File: src/acp_regs.svh
`ifndef ACP_REGS_SVH
`define ACP_REGS_SVH

// ********************************************************************
// Register indices of the mode control bank.
// ********************************************************************
`define ACP_IDX_SOFT_RESET 7'h00
`define ACP_IDX_POWER_DOWN 7'h01
`define ACP_IDX_CLK_TIMING 7'h02

// ********************************************************************
// Field positions.
// ********************************************************************
`define ACP_RST_BIT 7
`define ACP_PWR_MSB 1
`define ACP_PWR_LSB 0
`define ACP_INV_BIT 3
`define ACP_PHASE_MSB 2
`define ACP_PHASE_LSB 1
`define ACP_DCS_BIT 0

// ********************************************************************
// Reset values, fixed read values and the forced sleep code.
// ********************************************************************
`define ACP_PWR_RESET 2'h0
`define ACP_TIM_RESET 4'h0
`define ACP_RD_UNMAPPED 8'h00
`define ACP_PWR_SLEEP 2'h3

// ********************************************************************
// Serial word framing.
// ********************************************************************
`define ACP_WORD_BITS 5'h10
`define ACP_LAST_BIT 5'h0f
`define ACP_HDR_LAST 5'h07
`define ACP_DATA_FIRST 5'h08

// ********************************************************************
// Timing.
// ********************************************************************
`define ACP_MCLK_PERIOD_NS 8
`define ACP_SLEEP_PULSE_NS 80
`define ACP_SLEEP_PULSE_CYC (`ACP_SLEEP_PULSE_NS / `ACP_MCLK_PERIOD_NS)

`endif

File: src/acp_pkg.sv
package acp_pkg;

  // ******************************************************************
  // Pin group and transfer states.
  // ******************************************************************
  typedef struct packed {
    logic strap;
    logic cs_n;
    logic sck;
    logic sdi;
    logic sdo;
  } acp_pins_t;

  typedef enum logic [1:0] {
    ST_IDLE,
    ST_SHIFT,
    ST_DONE
  } acp_state_t;

endpackage

File: src/acp_config_port.sv
`timescale 1ns/10ps
`include "acp_regs.svh"

module acp_config_port (
  // Clock and reset.
  input wire logic mclk_i,
  input wire logic reset_n_i,
  // Configuration pins.
  input wire logic interface_select_strap_i,
  input wire logic cs_n_i,
  input wire logic sck_i,
  input wire logic sdi_i,
  input wire logic sdo_i,
  output logic sdo_o,
  output logic sdo_oe_o,
  // Mode outputs to the converter.
  output logic duty_cycle_stabilizer_en_o,
  output logic ddr_output_mode_o,
  output logic [1:0] power_state_code_o,
  output logic out_clock_invert_o,
  output logic [1:0] out_clock_phase_delay_o
);

  // ******************************************************************
  // Pin synchronisation and edge detection.
  // ******************************************************************
  acp_pkg::acp_pins_t pins_raw;
  acp_pkg::acp_pins_t pins_s;
  acp_pkg::acp_pins_t pins_d;

  assign pins_raw = '{strap: interface_select_strap_i, cs_n: cs_n_i,
                      sck: sck_i, sdi: sdi_i, sdo: sdo_i};

  acp_sync #(
    .W(5)
  ) u_sync (
    .mclk_i(mclk_i),
    .reset_n_i(reset_n_i),
    .async_i(pins_raw),
    .sync_o(pins_s)
  );

  // Matches the synchroniser's reset, so no false frame start follows reset.
  always_ff @(posedge mclk_i)
  begin
    if (!reset_n_i)
      pins_d <= '{strap: 1'b0, cs_n: 1'b0, sck: 1'b0, sdi: 1'b0,
                  sdo: 1'b0};
    else
      pins_d <= pins_s;
  end

  // Strap is sampled continuously so a board can move it live.
  wire serial_mode = !pins_s.strap;
  wire sck_rise = pins_s.sck && !pins_d.sck;
  wire sck_fall = !pins_s.sck && pins_d.sck;
  wire cs_fall = !pins_s.cs_n && pins_d.cs_n;
  wire cs_rise = pins_s.cs_n && !pins_d.cs_n;

  // ******************************************************************
  // Transfer sequencing.
  // ******************************************************************
  acp_pkg::acp_state_t state;
  acp_pkg::acp_state_t next_state;
  logic [4:0] bit_cnt;
  logic [14:0] shift_reg;

  wire in_shift = (state == acp_pkg::ST_SHIFT);
  wire take_bit = in_shift && sck_rise;
  wire last_bit = take_bit && (bit_cnt == `ACP_LAST_BIT);
  wire hdr_done = take_bit && (bit_cnt == `ACP_HDR_LAST);

  always_comb
  begin
    next_state = state;
    case (state)
      acp_pkg::ST_IDLE:
        if (serial_mode && cs_fall)
          next_state = acp_pkg::ST_SHIFT;
      acp_pkg::ST_SHIFT:
        if (!serial_mode || cs_rise)
          next_state = acp_pkg::ST_IDLE;
        else if (last_bit)
          next_state = acp_pkg::ST_DONE;
      acp_pkg::ST_DONE:
        if (!serial_mode || cs_rise)
          next_state = acp_pkg::ST_IDLE;
      default:
        next_state = acp_pkg::ST_IDLE;
    endcase
  end

  always_ff @(posedge mclk_i)
  begin
    if (!reset_n_i)
      state <= acp_pkg::ST_IDLE;
    else
      state <= next_state;
  end

  always_ff @(posedge mclk_i)
  begin
    if (!reset_n_i || state == acp_pkg::ST_IDLE)
    begin
      bit_cnt <= 5'h00;
      shift_reg <= 15'h0000;
    end
    else if (take_bit)
    begin
      bit_cnt <= bit_cnt + 5'h01;
      shift_reg <= {shift_reg[13:0], pins_s.sdi};
    end
  end

  // ******************************************************************
  // Word fields, read flag first, address and data MSB first.
  // ******************************************************************
  wire wr_read = shift_reg[14];
  wire [6:0] wr_addr = shift_reg[13:7];
  wire [7:0] wr_data = {shift_reg[6:0], pins_s.sdi};
  wire hdr_read = shift_reg[6];
  wire [6:0] hdr_addr = {shift_reg[5:0], pins_s.sdi};

  wire wr_fire = last_bit && !wr_read;
  wire wr_pwr = wr_fire && (wr_addr == `ACP_IDX_POWER_DOWN);
  wire wr_tim = wr_fire && (wr_addr == `ACP_IDX_CLK_TIMING);
  wire soft_rst = wr_fire && (wr_addr == `ACP_IDX_SOFT_RESET)
                  && wr_data[`ACP_RST_BIT];

  // ******************************************************************
  // Mode control registers.
  // ******************************************************************
  logic [1:0] pwr_code;
  logic tim_inv;
  logic [1:0] tim_phase;
  logic tim_dcs;
  logic [3:0] sleep_cnt;

  // The reset bit is never stored, so it is clear once the word ends.
  always_ff @(posedge mclk_i)
  begin
    if (!reset_n_i || soft_rst)
      pwr_code <= `ACP_PWR_RESET;
    else if (wr_pwr)
      pwr_code <= wr_data[`ACP_PWR_MSB:`ACP_PWR_LSB];
  end

  always_ff @(posedge mclk_i)
  begin
    if (!reset_n_i || soft_rst)
      {tim_inv, tim_phase, tim_dcs} <= `ACP_TIM_RESET;
    else if (wr_tim)
    begin
      tim_inv <= wr_data[`ACP_INV_BIT];
      tim_phase <= wr_data[`ACP_PHASE_MSB:`ACP_PHASE_LSB];
      tim_dcs <= wr_data[`ACP_DCS_BIT];
    end
  end

  // Brief forced sleep after a software reset.
  always_ff @(posedge mclk_i)
  begin
    if (!reset_n_i)
      sleep_cnt <= 4'h0;
    else if (soft_rst)
      sleep_cnt <= 4'(`ACP_SLEEP_PULSE_CYC);
    else if (sleep_cnt != 4'h0)
      sleep_cnt <= sleep_cnt - 4'h1;
  end

  // ******************************************************************
  // Read-back path.
  // ******************************************************************
  // The write-only reset register reads as zero.
  wire [7:0] rd_mux =
    (hdr_addr == `ACP_IDX_POWER_DOWN) ? {6'h00, pwr_code} :
    (hdr_addr == `ACP_IDX_CLK_TIMING) ?
      {4'h0, tim_inv, tim_phase, tim_dcs} :
    `ACP_RD_UNMAPPED;

  logic reading;
  logic [7:0] rd_shift;
  wire rd_step = in_shift && sck_fall && reading
                 && (bit_cnt >= `ACP_DATA_FIRST);

  always_ff @(posedge mclk_i)
  begin
    if (!reset_n_i || state == acp_pkg::ST_IDLE)
    begin
      reading <= 1'b0;
      rd_shift <= 8'h00;
    end
    else if (hdr_done)
    begin
      reading <= hdr_read;
      rd_shift <= rd_mux;
    end
    else if (rd_step)
      rd_shift <= {rd_shift[6:0], 1'b0};
  end

  // Open drain: the output value is always low, only the enable moves.
  always_ff @(posedge mclk_i)
  begin
    if (!reset_n_i || state == acp_pkg::ST_IDLE || cs_rise)
      sdo_oe_o <= 1'b0;
    else if (rd_step)
      sdo_oe_o <= !rd_shift[7];
  end

  always_ff @(posedge mclk_i)
  begin
    sdo_o <= 1'b0;
  end

  // ******************************************************************
  // Mode outputs, strap or register sourced.
  // ******************************************************************
  wire next_dcs = serial_mode ? tim_dcs : pins_s.cs_n;
  wire next_ddr = serial_mode ? 1'b0 : pins_s.sck;
  wire [1:0] next_pwr =
    !serial_mode ? {pins_s.sdi, pins_s.sdo} :
    (sleep_cnt != 4'h0) ? `ACP_PWR_SLEEP : pwr_code;
  wire next_inv = serial_mode && tim_inv;
  wire [1:0] next_phase = serial_mode ? tim_phase : 2'h0;

  always_ff @(posedge mclk_i)
  begin
    if (!reset_n_i)
    begin
      duty_cycle_stabilizer_en_o <= 1'b0;
      ddr_output_mode_o <= 1'b0;
      power_state_code_o <= `ACP_PWR_RESET;
      out_clock_invert_o <= 1'b0;
      out_clock_phase_delay_o <= 2'h0;
    end
    else
    begin
      duty_cycle_stabilizer_en_o <= next_dcs;
      ddr_output_mode_o <= next_ddr;
      power_state_code_o <= next_pwr;
      out_clock_invert_o <= next_inv;
      out_clock_phase_delay_o <= next_phase;
    end
  end
endmodule

File: src/acp_sync.sv
`timescale 1ns/10ps

module acp_sync #(
  parameter int W = 5
) (
  // Clock and reset.
  input wire logic mclk_i,
  input wire logic reset_n_i,
  // Asynchronous levels in, synchronised levels out.
  input wire logic [W-1:0] async_i,
  output logic [W-1:0] sync_o
);

  logic [W-1:0] stage1;

  // ******************************************************************
  // Two flops per bit; only the second flop reads the first.
  // ******************************************************************
  genvar i;
  generate
    for (i = 0; i < W; i++)
    begin : g_bit
      always_ff @(posedge mclk_i)
      begin
        if (!reset_n_i)
        begin
          stage1[i] <= 1'b0;
          sync_o[i] <= 1'b0;
        end
        else
        begin
          stage1[i] <= async_i[i];
          sync_o[i] <= stage1[i];
        end
      end
    end
  endgenerate

endmodule

File: config.mk
export PLATFORM = sky130hd
export DESIGN_NAME = acp_config_port
export DESIGN_NICKNAME = d
export VERILOG_FILES = /design/src/acp_pkg.sv /design/src/acp_config_port.sv /design/src/acp_sync.sv
export VERILOG_INCLUDE_DIRS = /design/src
export SDC_FILE = /design/constraint.sdc
export NUM_CORES = 1
export LEC_CHECK = 0
export BUFFER_PORTS_ARGS = -buffer_cell sky130_fd_sc_hd__buf_2
export CAP_MARGIN = 20
export CORE_UTILIZATION = 37
export DETAILED_ROUTE_END_ITERATION = 7
export PLACE_DENSITY = 0.49
export SYNTH_ARGS = -nofsm -noshare
export SYNTH_HDL_FRONTEND = slang
export SYNTH_SLANG_ARGS = --single-unit
File: constraint.sdc
create_clock -name mclk_i -period 6.7 [get_ports mclk_i]
set_input_delay 2.01 -clock mclk_i [delete_from_list [all_inputs] [get_ports mclk_i]]
set_output_delay 2.01 -clock mclk_i [all_outputs]
set_load 0.01 [all_outputs]
# After elaboration in Yosys (flattened, before gate mapping)
# Index checks and enable logic that the tools add are counted.
[op_classes] reduce_logical=38 addsub=2 eq_ne=11 magnitude_cmp=1 muxes=14 bitwise=1
[ops] op="logical AND 1 bit" count=17
[ops] op="two-way mux 4 bit" count=4
[ops] op="two-way mux 8 bit" count=2
[ops] op="equality test 7 x 1 -> 1 bit, second input constant" count=2
[ops] op="equality test 7 x 2 -> 1 bit, second input constant" count=2
[ops] op="two-way mux 2 bit" count=6
[ops] op="zero test 1 bit" count=8
[ops] op="zero test 7 bit" count=1
[ops] op="case mux 2 bit (3 select lines)" count=1
[ops] op="adder 5 x 1 -> 5 bit, second input constant" count=1
[ops] op="equality test 5 x 3 -> 1 bit, second input constant" count=1
[ops] op="equality test 5 x 4 -> 1 bit, second input constant" count=1
[ops] op=">= comparator 5 x 4 -> 1 bit, second input constant" count=1
[ops] op="logical OR 1 bit" count=4
[ops] op="!= test 2 bit, second input constant" count=2
[ops] op="nonzero test 2 bit" count=2
[ops] op="nonzero test 4 bit" count=1
[ops] op="OR reduction 2 bit" count=2
[ops] op="subtractor 4 x 1 -> 4 bit, second input constant" count=1
[ops] op="!= test 3 x 1 -> 1 bit, second input constant" count=1
[ops] op="AND reduction 3 bit" count=1
[ops] op="equality test 2 x 1 -> 1 bit, second input constant" count=1
[ops] op="equality test 2 bit, second input constant" count=1
[ops] op="zero test 2 bit" count=1
[ops] op="3 further kinds" count=3
[word_totals] regBits=61

# Longest topological paths before layout
# Gate-level depths: netlist (run 1).
[logic_depth] word_depth=8 depth_mapped=8 depth_no_buf=7

# By module
# Synthesis (run 1) repeated with hierarchy kept, for this count alone.
[hier_totals] cells_unflattened=250 area_unflattened_um2=2297.2
[by_module_without_submodules] module="acp_config_port" cells_per_inst=230 instances=1 area_per_inst_um2=2034.5
[by_module_without_submodules] module="acp_sync" cells_per_inst=20 instances=1 area_per_inst_um2=262.8

# Worst setup path before layout (run 1)
# No wires, ideal clock.
[synth_timing] path_type="input to register" from="input port reset_n_i" to="register rd_shift[2]" path_stages=4 n_path_buf=0 setup_ns=0.070 required_ns=6.630 arrival_time_ns=3.082 slack_ns=3.548 cell_sequence="o21ai_1 > or4_1 > nor4b_1 > o2bb2ai_1"
[synth_between] elab_chain_len=2
[synth_rtl] item="start: declaration" line="acp_config_port.sv:7" rtl="input wire logic reset_n_i,"
[synth_rtl] item="zero test 1 bit"
[synth_rtl] item="logical OR 1 bit" line="acp_config_port.sv:188" rtl="if (!reset_n_i || state == acp_pkg::ST_IDLE)"
[synth_rtl] item="end signal: assignment" line="acp_config_port.sv:196" rtl="rd_shift <= rd_mux;"
[synth_rtl] item="end signal: assignment" line="acp_config_port.sv:199" rtl="rd_shift <= {rd_shift[6:0], 1'b0};"
[synth_rtl] item="end: declaration" line="acp_config_port.sv:182" rtl="logic [7:0] rd_shift;"
# No other way between the ends.
# A chain may end at the register's enable or synchronous reset.

# Worst setup path after layout (run 1)
[layout_timing] from="input port reset_n_i" to="register rd_shift[3]"
# The elaborated chain is that of the path after synthesis.

==> results of run 1 <==
==> kinds of logic (layout without fill, tap and decap cells) <==
logic type / Yosys count / in the layout / synth area share [%]
buf+inv: 16 / 36 / 2.90
flops: 61 / 61 / 53.4
compound gates: 35 / 35 / 9.25
xor+xnor: 3 / 3 / 1.15
simple gates: 109 / 109 / 24.9
mux: 15 / 15 / 6.57
fa+ha+maj: 3 / 3 / 1.64
other cells: 1 / 1 / 0.164
==> cells in the mapped netlist (2+ instances only) <==
| cell | instances |
|---|---|
| ha_1 | 3 |
| xor2_1 | 2 |
| buf_2 | 2 |
| dfxtp_1 | 61 |
| nand2_1 | 37 |
| nand4_1 | 2 |
| nor2_1 | 22 |
| or4_1 | 2 |
| a22oi_1 | 2 |
| nor4_1 | 3 |
| nor3_1 | 5 |
| a21oi_1 | 22 |
| and2_1 | 15 |
| a2111oi_0 | 2 |
| nor4b_1 | 2 |
| and3_1 | 2 |
| o32ai_1 | 2 |
| or4bb_1 | 2 |
| clkbuf_1 | 8 |
| inv_1 | 4 |
| nor2b_1 | 5 |
| mux2i_1 | 15 |
| nand2b_1 | 4 |
| o2bb2ai_1 | 2 |
==> area by class of cell <==
type	instances	area share [%]
Sequential cell	61	46.2
Multi-Input combinational cell	166	38.0
Clock buffer	12	5.87
Tap cell	75	3.55
Timing Repair Buffer	16	3.22
Clock inverter	4	2.65
Inverter	4	0.568
==> worst min path at each step <==
stage	end	slack, ns	depth (start not counted)
floorplan	u_sync.sync_o[0]	0.41	1
global placement	u_sync.sync_o[3]	0.42	1
detailed placement	u_sync.sync_o[4]	0.42	1
CTS	u_sync.sync_o[4]	0.43	1
global route	u_sync.sync_o[4]	0.44	1
finish	u_sync.sync_o[4]	0.43	1
==> power by group through the flow <==
stage,logic (mW),registers (mW),clock network (mW)
6_report,0.0132,0.369,0.364
5_1_grt,0.0148,0.369,0.396
4_1_cts,0.0135,0.369,0.375
3_5_place_dp,0.0134,0.377,0
3_3_place_gp,0.0133,0.377,0
2_1_floorplan,0.00963,0.376,0
==> metal layers <==
metal | vias to the layer above | track usage (%) | wire [um]
li1 | 866 | - | -
met1 | 773 | 19.8 | 2250
met2 | 25 | 22.1 | 1950
met3 | 4 | 7.50 | 115
met4 | 0 | 5.36 | 34
met5 | - | 0 | 0
==> through the flow <==
stage	cells	util, %	area [um2]
after global routing	338	44.4	2650
after CTS	338	44.4	2650
after detailed placement	322	40.6	2420
after global placement	322	40.6	2420
final	338	44.4	2650
after floorplan	243	-	2290
==> results by group, run 1 <==
Yosys
  – Top cell type's share of synthesized area: 53.4%
  – Mean post-synth cell area: approximately 9.4 um2
  – Post-synth ARST share: 0%
  – Netlist Area Pre-Place: about 0.0023 mm2
  – Main area contributors after synthesis: dfxtp_1 53%, mux2i_1 6.6%, nand2_1 6.1%
  – Mapped Cells: about 240
  – Cell taking the most area after synthesis: dfxtp_1
  – Mapped Nets: ~250
  – Number of synthesized register bits: 61
  – Sequential element share of the synthesized area: between 50% and 60%
  – Post-synthesis cell type count: about 40
  – Ys flop type: dfxtp_1
  – Post-synth EDFFs: 0
  – Ys Warns: 0

Clock tree
  – Hold_buf cts: 0
  – Cts repair resizes: 0
  – Clk pin slew, worst setup/hold paths: about 0.06 ns
  – Total setup buffers inserted after CTS: 0
  – Total CTS buffers: 9
  – CTS tree: built
  – Number of clock sinks: a little over 60
  – H-tree depth: 3
  – CTS Buffer Depth: 2
  – Clk_lat worst skew: 0.33 ns
  – Root Driver: clkbuf_8

STA
  – Fin Setup TNS: 0 ns
  – Final Hold Slack: 0.431 ns
  – Setup violators final: 0
  – Endpoints failing hold: 0
  – Setup ws final: between 3 and 4 ns
  – Fin crit period: between 3 and 4 ns
  – Max Fclk: ~0.3 GHz
  – RSZ-0062 raised after global routing: no
  – Relative slew margins: between 40% and 50%
  – Fin. max-slew vios: 0
  – Slew @ Worst Pin: roughly 0.9 ns
  – Worst Skew: around 0.0073 ns
  – Part of the cycle the worst path needs: between 50% and 60%

Place
  – Pre-CTS WS: ~3 ns
  – GP Congestion: 0.700
  – Post-DP HPWL: 2.84 mm
  – IO Port Bufs: 14

Cells and area
  – Area growth syn-to-layout: 15.7%
  – Max FFs per register: 15
  – Commonest cells after routing, fill and taps aside: 61 x dfxtp_1, 37 x nand2_1, 22 x nor2_1, 22 x a21oi_1
  – Nets: 268
  – # fillers: between 500 and 600
  – Share of cells above drive strength 1: 13.7%
  – Multi-input logic area: about 0.0010 mm2
  – Register area: around 0.0012 mm2
  – Antenna cells: 0
  – Most common cell after layout, fill and taps aside: dfxtp_1

Job
  – MaxCap Viol Count: 0

Route
  – Antenna Nets Post-Route: 0
  – DR pass1 iterations: 4
  – Post-Route WL: about 4.3 mm
  – Wire per inst: ~13 um
  – DRC violations left: 0
  – Vias per cell: 4.93
  – Initial drt markers: between 90 and 100
  – Via count: 1668

GRT
  – Antenna violations before repair: 0
  – Grt total ovfl: 0
  – Total track usage: 15.4%
  – First-pass GRT wire length: between 7 and 8 mm
  – Vias in the first global route: about 1400
  – Largest net degree at the start of global routing: 25

Die
  – Die X: between 80 and 90 um
  – Starting Density: a little under two fifths
  – FP Rows: 28
  – Die H: slightly above 80 um
  – CORE AREA: just under 0.006 mm2
  – Top Ports: 16
  – Full die area: about 0.0065 mm2

Pwr
  – Gate power share: roughly 1.8%
  – Pwr Total: roughly 0.75 mW
  – Cell leakage power: 0.954 nW
  – Sw frac: between 10% and 20%
  – Clock network power share: 48.8%
  – Worst IR Drop VDD: 0.152 mV
  – Internal Dissipation: 0.601 mW
  – Reg power frac: between 40% and 50%
  – Cell Pwr Density: between 200 and 300 mW/mm2
  – P_sw: 0.146 mW

Setup path
  – Crit path kind: in -> reg
  – Arr. time, crit path: 3.65 ns
  – Reg2reg end: tim_dcs
  – Startpoint Class: input pin
  – Worst path slowest cell: or4_1
  – Crit path capture: rd_shift[3]
  – Internal reg-to-reg setup slack: approximately 4.2 ns
  – Top Family by Delay on Critical Path: simple AND/OR/NAND/NOR gates
  – R2R cell count: 4
  – R2r startpoint: state[0]
  – Crit path from: reset_n_i
  – Crit path required time: approximately 7.0 ns
  – Crit-path max cell delay: between 0.5 and 0.6 ns
  – CP endpoint kind: flip-flop
  – WP depth: 6
  – Critical path fanouts, max: 24
  – CP bufs+invs: 2
  – Cell breakdown of the critical path: buf_2, o21ai_1, buf_4, or4_1, nor4b_1, o2bb2ai_1

Worst hold path
  – Hold path startpoint: u_sync.stage1[4]
  – Min-Delay Path Class: reg -> reg

Run status
  – Status: complete, no violations
No activity file was read; power rests on OpenSTA's default activity.
==> run 2: changes to the inputs <==
--- a/config.mk
+++ b/config.mk
@@ -6,11 +6,12 @@
 export SDC_FILE = /design/constraint.sdc
 export NUM_CORES = 1
 export LEC_CHECK = 0
+export ABC_AREA = 1
 export BUFFER_PORTS_ARGS = -buffer_cell sky130_fd_sc_hd__buf_2
 export CAP_MARGIN = 20
 export CORE_UTILIZATION = 37
 export DETAILED_ROUTE_END_ITERATION = 7
-export PLACE_DENSITY = 0.49
+export PLACE_DENSITY = 0.51
 export SYNTH_ARGS = -nofsm -noshare
 export SYNTH_HDL_FRONTEND = slang
 export SYNTH_SLANG_ARGS = --single-unit
==> constraint.sdc (replaced) <==
create_clock -name mclk_i -period 3.1 [get_ports mclk_i]
set_input_delay 0.93 -clock mclk_i [delete_from_list [all_inputs] [get_ports mclk_i]]
set_output_delay 0.93 -clock mclk_i [all_outputs]
set_load 0.01 [all_outputs]
==> results by group, run 2 <==
STA
  – Slew @ Worst Pin: 0.670 ns (-0.207 ns)
  – RSZ-0062 raised after global routing: no
  – Fin crit period: a little over 2 ns
  – Endpoints failing hold: 0 (unchanged)
  – Part of the cycle the worst path needs: 66.1%
  – Fin Setup TNS: 0 ns (unchanged)
  – Worst Skew: 0.00833 ns (+0.00102 ns)
  – Max Fclk: between 0.4 and 0.5 GHz
  – Setup violators final: 0 (unchanged)
  – Fin. max-slew vios: 0 (unchanged)
  – Relative slew margins: 55.2% (+14 points)

Cells and area
  – Share of cells above drive strength 1: 13.2% (-0.51 points)
  – Commonest cells after routing, fill and taps aside: 61 x dfxtp_1, 57 x nand2_1, 40 x inv_1, 40 x nor2_1, 30 x a21oi_1
  – Most common cell after layout, fill and taps aside: dfxtp_1
  – Area growth syn-to-layout: 13.1%
  – Nets: 339 (+26%)
  – # fillers: 677 (+13%)
  – Layout Utilization: 43.1% (-1.3 points)
  – Design area: 0.00272 mm2 (+2.8%)
  – Antenna cells: 0 (unchanged)
  – Max FFs per register: 15 (unchanged)

Yosys
  – Post-synth ARST share: 0% (unchanged)
  – Mux share of post-synthesis cell area: 0% (-6.6 points)
  – Cell taking the most area after synthesis: dfxtp_1
  – Ys Warns: 0 (unchanged)
  – Synth Area in Adders: 1.56% (-0.080 points)
  – Mapped Cells: 312 (+28%)
  – Post-synth EDFFs: 0 (unchanged)
  – Sequential element share of the synthesized area: 50.8% (-2.6 points)
  – Xor/xnor cell area share of the yosys netlist: 0% (-1.1 points)
  – Post-synthesis cell type count: 28 (-32%)
  – Mean post-synth cell area: 7.70 um2 (-18%)
  – Ys flop type: dfxtp_1
  – Top cell type's share of synthesized area: 50.8% (-2.6 points)
  – Netlist Area Pre-Place: 0.00240 mm2 (+5.1%)
  – Mapped Nets: 322 (+27%)
  – Number of synthesized register bits: 61 (unchanged)
  – Main area contributors after synthesis: dfxtp_1 51%, nand2_1 8.9%, a21oi_1 6.2%
  – Post-Synth Simple-Gate Area: 25.9% (+1.0 points)
  – Largest family of logic cells by synthesized area: simple AND/OR/NAND/NOR gates
  – Synth top cells by count: 61 x dfxtp_1, 57 x nand2_1, 40 x inv_1, 40 x nor2_1, 30 x a21oi_1
  – Most common cell in the netlist: dfxtp_1
  – Synth Area in Compound Gates: 13.2% (+4.0 points)

Job
  – MaxCap Viol Count: 0 (unchanged)

GRT
  – First-pass GRT wire length: 7.29 mm (+0.58%)
  – Largest net degree at the start of global routing: 27 (+8.0%)
  – Total track usage: 15.0% (-0.46 points)
  – Grt total ovfl: 0 (unchanged)
  – Antenna violations before repair: 0 (unchanged)
  – Vias in the first global route: 1594 (+10%)

Setup path
  – Worst path slowest cell: nor2_4
  – Crit-path max cell delay: 0.46 ns (-0.07 ns)
  – Crit path required time: 3.36 ns (-3.60 ns)
  – Arr. time, crit path: 2.31 ns (-1.34 ns)
  – Critical path fanouts, max: 26 (+8.3%)
  – Startpoint Class: input pin
  – Top Family by Delay on Critical Path: buffers and inverters
  – Crit path kind: in -> reg
  – CP bufs+invs: 3 (+1)
  – Cell breakdown of the critical path: buf_2, inv_1, nor2_4, inv_1, nand2_1, a21boi_0
  – CP dominant cell by count: inv_1
  – CP endpoint kind: flip-flop

Place
  – IO Port Bufs: 14 (unchanged)
  – Post-DP HPWL: 3.24 mm (+14%)
  – GP Congestion: 0.766 (+9.4%)
  – Area after DPL: 0.00253 mm2 (+4.4%)

Clock tree
  – Clk_lat worst skew: 0.34 ns (about the same)
  – Cts repair resizes: 0 (unchanged)
  – CTS Buffer Depth: 2 (unchanged)
  – Total CTS buffers: 9 (unchanged)
  – Total setup buffers inserted after CTS: 0 (unchanged)
  – CTS tree: built
  – Root Driver: clkbuf_8
  – Hold_buf cts: 0 (unchanged)
  – H-tree depth: 3 (unchanged)
  – Number of clock sinks: 61 (unchanged)
  – Clk pin slew, worst setup/hold paths: 0.07 ns (about the same)

Die
  – Full die area: 0.00682 mm2 (+5.0%)
  – CORE AREA: 0.00631 mm2 (+6.0%)
  – Die X: 82.6 um (+2.5%)
  – Starting Density: 38.1% (-0.31 points)
  – FP Rows: 29 (+3.6%)
  – Top Ports: 16 (unchanged)
  – Die H: 82.6 um (+2.5%)

Route
  – Initial drt markers: 142 (+45%)
  – Via count: 1887 (+13%)
  – DR pass1 iterations: 4 (unchanged)
  – Post-Route WL: 4.63 mm (+6.5%)
  – Vias per cell: 4.59 (-7.0%)
  – Wire per inst: 11.3 um (-12%)
  – Antenna Nets Post-Route: 0 (unchanged)
  – DRC violations left: 0 (unchanged)

Run status
  – Status: complete, no violations

Worst hold path
  – Min-Delay Path Class: reg -> reg

Pwr
  – Cell leakage power: 1.13 nW (+18%)
  – Pwr Total: 1.66 mW (+120%)
  – Cell Pwr Density: 612 mW/mm2 (+120%)
  – Worst IR Drop VDD: 0.388 mV (+160%)
==> run 2: cell types whose count changed after synthesis, sizes merged, moves of 14 or more <==
cell | before | now
nand3 | 1 | 23
o21ai | 2 | 29
and2 | 15 | 1
inv | 4 | 42
nor2 | 22 | 45
mux2i | 15 | 0
nand2 | 37 | 62
==> run 2: cell families after synthesis <==
| group | after synthesis |
|---|---|
| other | 1 |
| buffers and inverters | 50 |
| adders and majority gates | 3 |
| and+or+nand+nor | 135 |
| AOI/OAI and AO/OA | 62 |
| DFF | 61 |
==> run 2: path summary, 6_finish.rpt <==
kind | startpoint | end | slack [ns] | cells after the start
max reg2reg | bit_cnt[0] | pwr_code[0] | 1.50 | 9
min | u_sync.stage1[4] | u_sync.sync_o[4] | 0.41 | 2
min reg2reg | u_sync.stage1[4] | u_sync.sync_o[4] | 0.41 | 2
max | reset_n_i | state[0] | 1.05 | 6
==> run 2: report_power, final <==
| group | switching, mW | internal, mW |
|---|---|---|
| combinational | 0.0858 | 0.0520 |
| clock | 0.303 | 0.388 |
| sequential | 0.0169 | 0.819 |
==> run 2: stage by stage <==
stage,worst slack (ns),hold slack [ns],cells
floorplan,1.38,0.390,312
CTS,1.04,0.416,411
detailed placement,0.679,0.399,395
finish,1.05,0.411,411
global placement,0.782,0.405,395
global route,0.885,0.441,411
==> run 2: per-layer routing <==
metal  track usage [%]  routed length, um  vias to the layer above
li1                  -                  -                     1019
met1              17.6               2300                      835
met2              23.9               2080                       28
met3              6.59                195                        5
met4              5.69                 61                        0
met5                 0                  0                        -
==> run 2: layout make-up <==
type	count	area, um2	share of cell area (%)
clock inverters	5	50.0	1.84
inverters	42	158	5.80
flip-flops and latches	61	1220	44.9
well taps	77	96.3	3.54
repair buffers	14	70.1	2.58
multi-input cells	201	982	36.1
clock buffers	11	141	5.20
==> run 2: worst register-to-register path: cells and delay by family, from the launching register on <==
kind,cells,cell delay [ns]
and+or+nand+nor,6,0.74
DFF,1,0.35
adders and majority gates,2,0.35
AOI/OAI and AO/OA,1,0.05
==> run 3: changes to the inputs <==
==> constraint.sdc (replaced) <==
create_clock -name mclk_i -period 1.7 [get_ports mclk_i]
set_input_delay 0.51 -clock mclk_i [delete_from_list [all_inputs] [get_ports mclk_i]]
set_output_delay 0.51 -clock mclk_i [all_outputs]
set_load 0.01 [all_outputs]
==> results by group, run 3 (synthesis results as in run 2) <==
Run status
  – Status: complete, no violations

Die
  – Starting Density: 38.1% (unchanged)
  – FP Rows: 29 (unchanged)
  – CORE AREA: 0.00631 mm2 (unchanged)
  – Die X: 82.6 um (unchanged)
  – Top Ports: 16 (unchanged)
  – Full die area: 0.00682 mm2 (unchanged)
  – Die H: 82.6 um (unchanged)

Cells and area
  – Commonest cells after routing, fill and taps aside: 59 x dfxtp_1, 57 x nand2_1, 40 x inv_1, 40 x nor2_1, 30 x a21oi_1
  – Share of cells above drive strength 1: 15.9% (+2.8 points)
  – Antenna cells: 0 (unchanged)
  – Layout Utilization: 44.7% (+1.7 points)
  – Most common cell after layout, fill and taps aside: dfxtp_1
  – Nets: 345 (+1.8%)
  – Max FFs per register: 15 (unchanged)
  – Finished Layout Cells: 416 (+1.2%)
  – Area growth syn-to-layout: 17.5%

Clock tree
  – Total setup buffers inserted after CTS: 0 (unchanged)
  – CTS tree: built
  – Clk pin slew, worst setup/hold paths: 0.07 ns (about the same)
  – CTS Buffer Depth: 2 (unchanged)
  – H-tree depth: 3 (unchanged)
  – Number of clock sinks: 61 (unchanged)
  – Clk_lat worst skew: 0.34 ns (about the same)
  – Root Driver: clkbuf_8
  – Total CTS buffers: 9 (unchanged)

GRT
  – Largest net degree at the start of global routing: 23 (-15%)
  – Grt total ovfl: 0 (unchanged)
  – Antenna violations before repair: 0 (unchanged)
  – First-pass GRT wire length: 7.47 mm (+2.5%)
  – Total track usage: 15.2% (+0.27 points)
  – Vias in the first global route: 1677 (+5.2%)

Route
  – DRC violations left: 0 (unchanged)
  – Antenna Nets Post-Route: 0 (unchanged)
  – Wire per inst: 11.0 um (-2.2%)
  – DR pass1 iterations: 4 (unchanged)
  – Post-Route WL: 4.58 mm (-1.0%)
  – Via count: 1910 (+1.2%)
  – Vias per cell: 4.59 (about the same)
  – Initial drt markers: 96 (-32%)

Setup path
  – Critical path fanouts, max: 7 (-73%)
  – R2r startpoint: bit_cnt[0]
  – Reg2reg end: tim_dcs
  – Crit path kind: reg -> reg
  – R2R cell count: 9 (unchanged)
  – Crit path required time: 1.93 ns (-1.43 ns)
  – CP endpoint kind: flip-flop
  – Crit-path max cell delay: 0.34 ns (-0.12 ns)
  – Cell breakdown of the critical path: ha_2, nand2_1, nor2_1, ha_2, nand3_4, nor2_8, nand2_4, nand2_4, a21oi_1
  – Internal reg-to-reg setup slack: 0.11 ns (-1.39 ns)
  – Worst path slowest cell: dfxtp_2
  – Crit path from: bit_cnt[0]
  – Startpoint Class: flip-flop
  – Arr. time, crit path: 1.81 ns (-0.50 ns)

Worst hold path
  – Hold Crit Depth: 3 (+1)
  – Hold path startpoint: sdi_i
  – WHS Endpoint: u_sync.stage1[1]
  – Min-Delay Path Class: in -> reg

STA
  – Max Fclk: 0.630 GHz
  – Fin. max-slew vios: 0 (unchanged)
  – Endpoints failing hold: 0 (unchanged)
  – Part of the cycle the worst path needs: between 90 and 100%
  – Worst Skew: 0.00862 ns (+0.000287 ns)
  – Setup ws final: 0.112 ns (-0.938 ns)
  – Setup violators final: 0 (unchanged)
  – Fin crit period: ~1.6 ns

Pwr
  – Cell leakage power: 1.16 nW (+3.0%)
  – Worst IR Drop VDD: 0.585 mV (+51%)
  – Cell Pwr Density: 1160 mW/mm2 (+89%)

Place
  – GP Congestion: 0.781 (+1.9%)
  – Post-DP HPWL: 3.24 mm (-0.13%)
  – Placed insts: 400 (+1.3%)
  – Pre-CTS WS: 0.134 ns (-0.545 ns)
  – IO Port Bufs: 14 (unchanged)

Job
  – MaxCap Viol Count: 0 (unchanged)
==> run 3: cell count changes in the layout (fill, tap and decap cells not counted), sizes merged <==
cell / change
buf: +5
clkinv: -4
bufinv: +1
clkbuf: +1
clkinvlp: +1
nor2: +1
==> run 3: final cells by class <==
| type | instances | area [um2] |
|---|---|---|
| clock buffers | 12 | 165 |
| clock inverters | 3 | 67.6 |
| fillers | 643 | 3490 |
| inverters | 42 | 158 |
| multi-input cells | 202 | 1010 |
| flip-flops and latches | 61 | 1220 |
| well taps | 77 | 96.3 |
| repair buffers | 19 | 108 |
==> run 3: power breakdown <==
| part | switching [mW] | total [mW] | internal [mW] |
|---|---|---|---|
| combinational | 0.155 | 0.253 | 0.0974 |
| clock | 0.548 | 1.49 | 0.937 |
| sequential | 0.0305 | 1.52 | 1.49 |
| total | 0.734 | 3.26 | 2.53 |
==> run 3: stage by stage <==
step	area, um2	hold slack [ns]	power, mW	TNS [ns]
2_1_floorplan	2400	0.390	1.74	0
5_1_grt	2820	0.344	3.41	-0.0250
6_report	2820	0.353	3.26	0
4_1_cts	2800	0.339	3.30	0
3_5_place_dp	2560	0.400	1.81	0
3_3_place_gp	2560	0.395	1.81	0
==> run 3: worst max path at each step <==
| stage | slack (ns) | cells past startpoint | endpoint |
|---|---|---|---|
| floorplan | 0.30 | 9 | tim_dcs |
| global placement | 0.18 | 9 | tim_inv |
| detailed placement | 0.13 | 9 | tim_dcs |
| CTS | 0.11 | 9 | pwr_code[0] |
| global route | -0.008 | 9 | tim_inv |
| finish | 0.11 | 9 | tim_dcs |
==> run 3: repair_timing <==
action / CTS / global route
hold buffers: 0 / 0
endpoints found under the setup margin: 0 / 8
resized for setup: 0 / 5
==> run 3: per-layer routing <==
metal / part of all wire, % / global-route usage [%]
met2: 45 / 23.0
met5: 0 / 0
met4: 2.6 / 9.31
met3: 2.5 / 3.96
met1: 50 / 19.4
==> run 3: critical path: cells and delay by family, from the launching register on <==
kind | cells | cell delay, ns
fa+ha+maj | 2 | 0.39
compound gates | 1 | 0.05
flops | 1 | 0.34
simple gates | 6 | 0.70
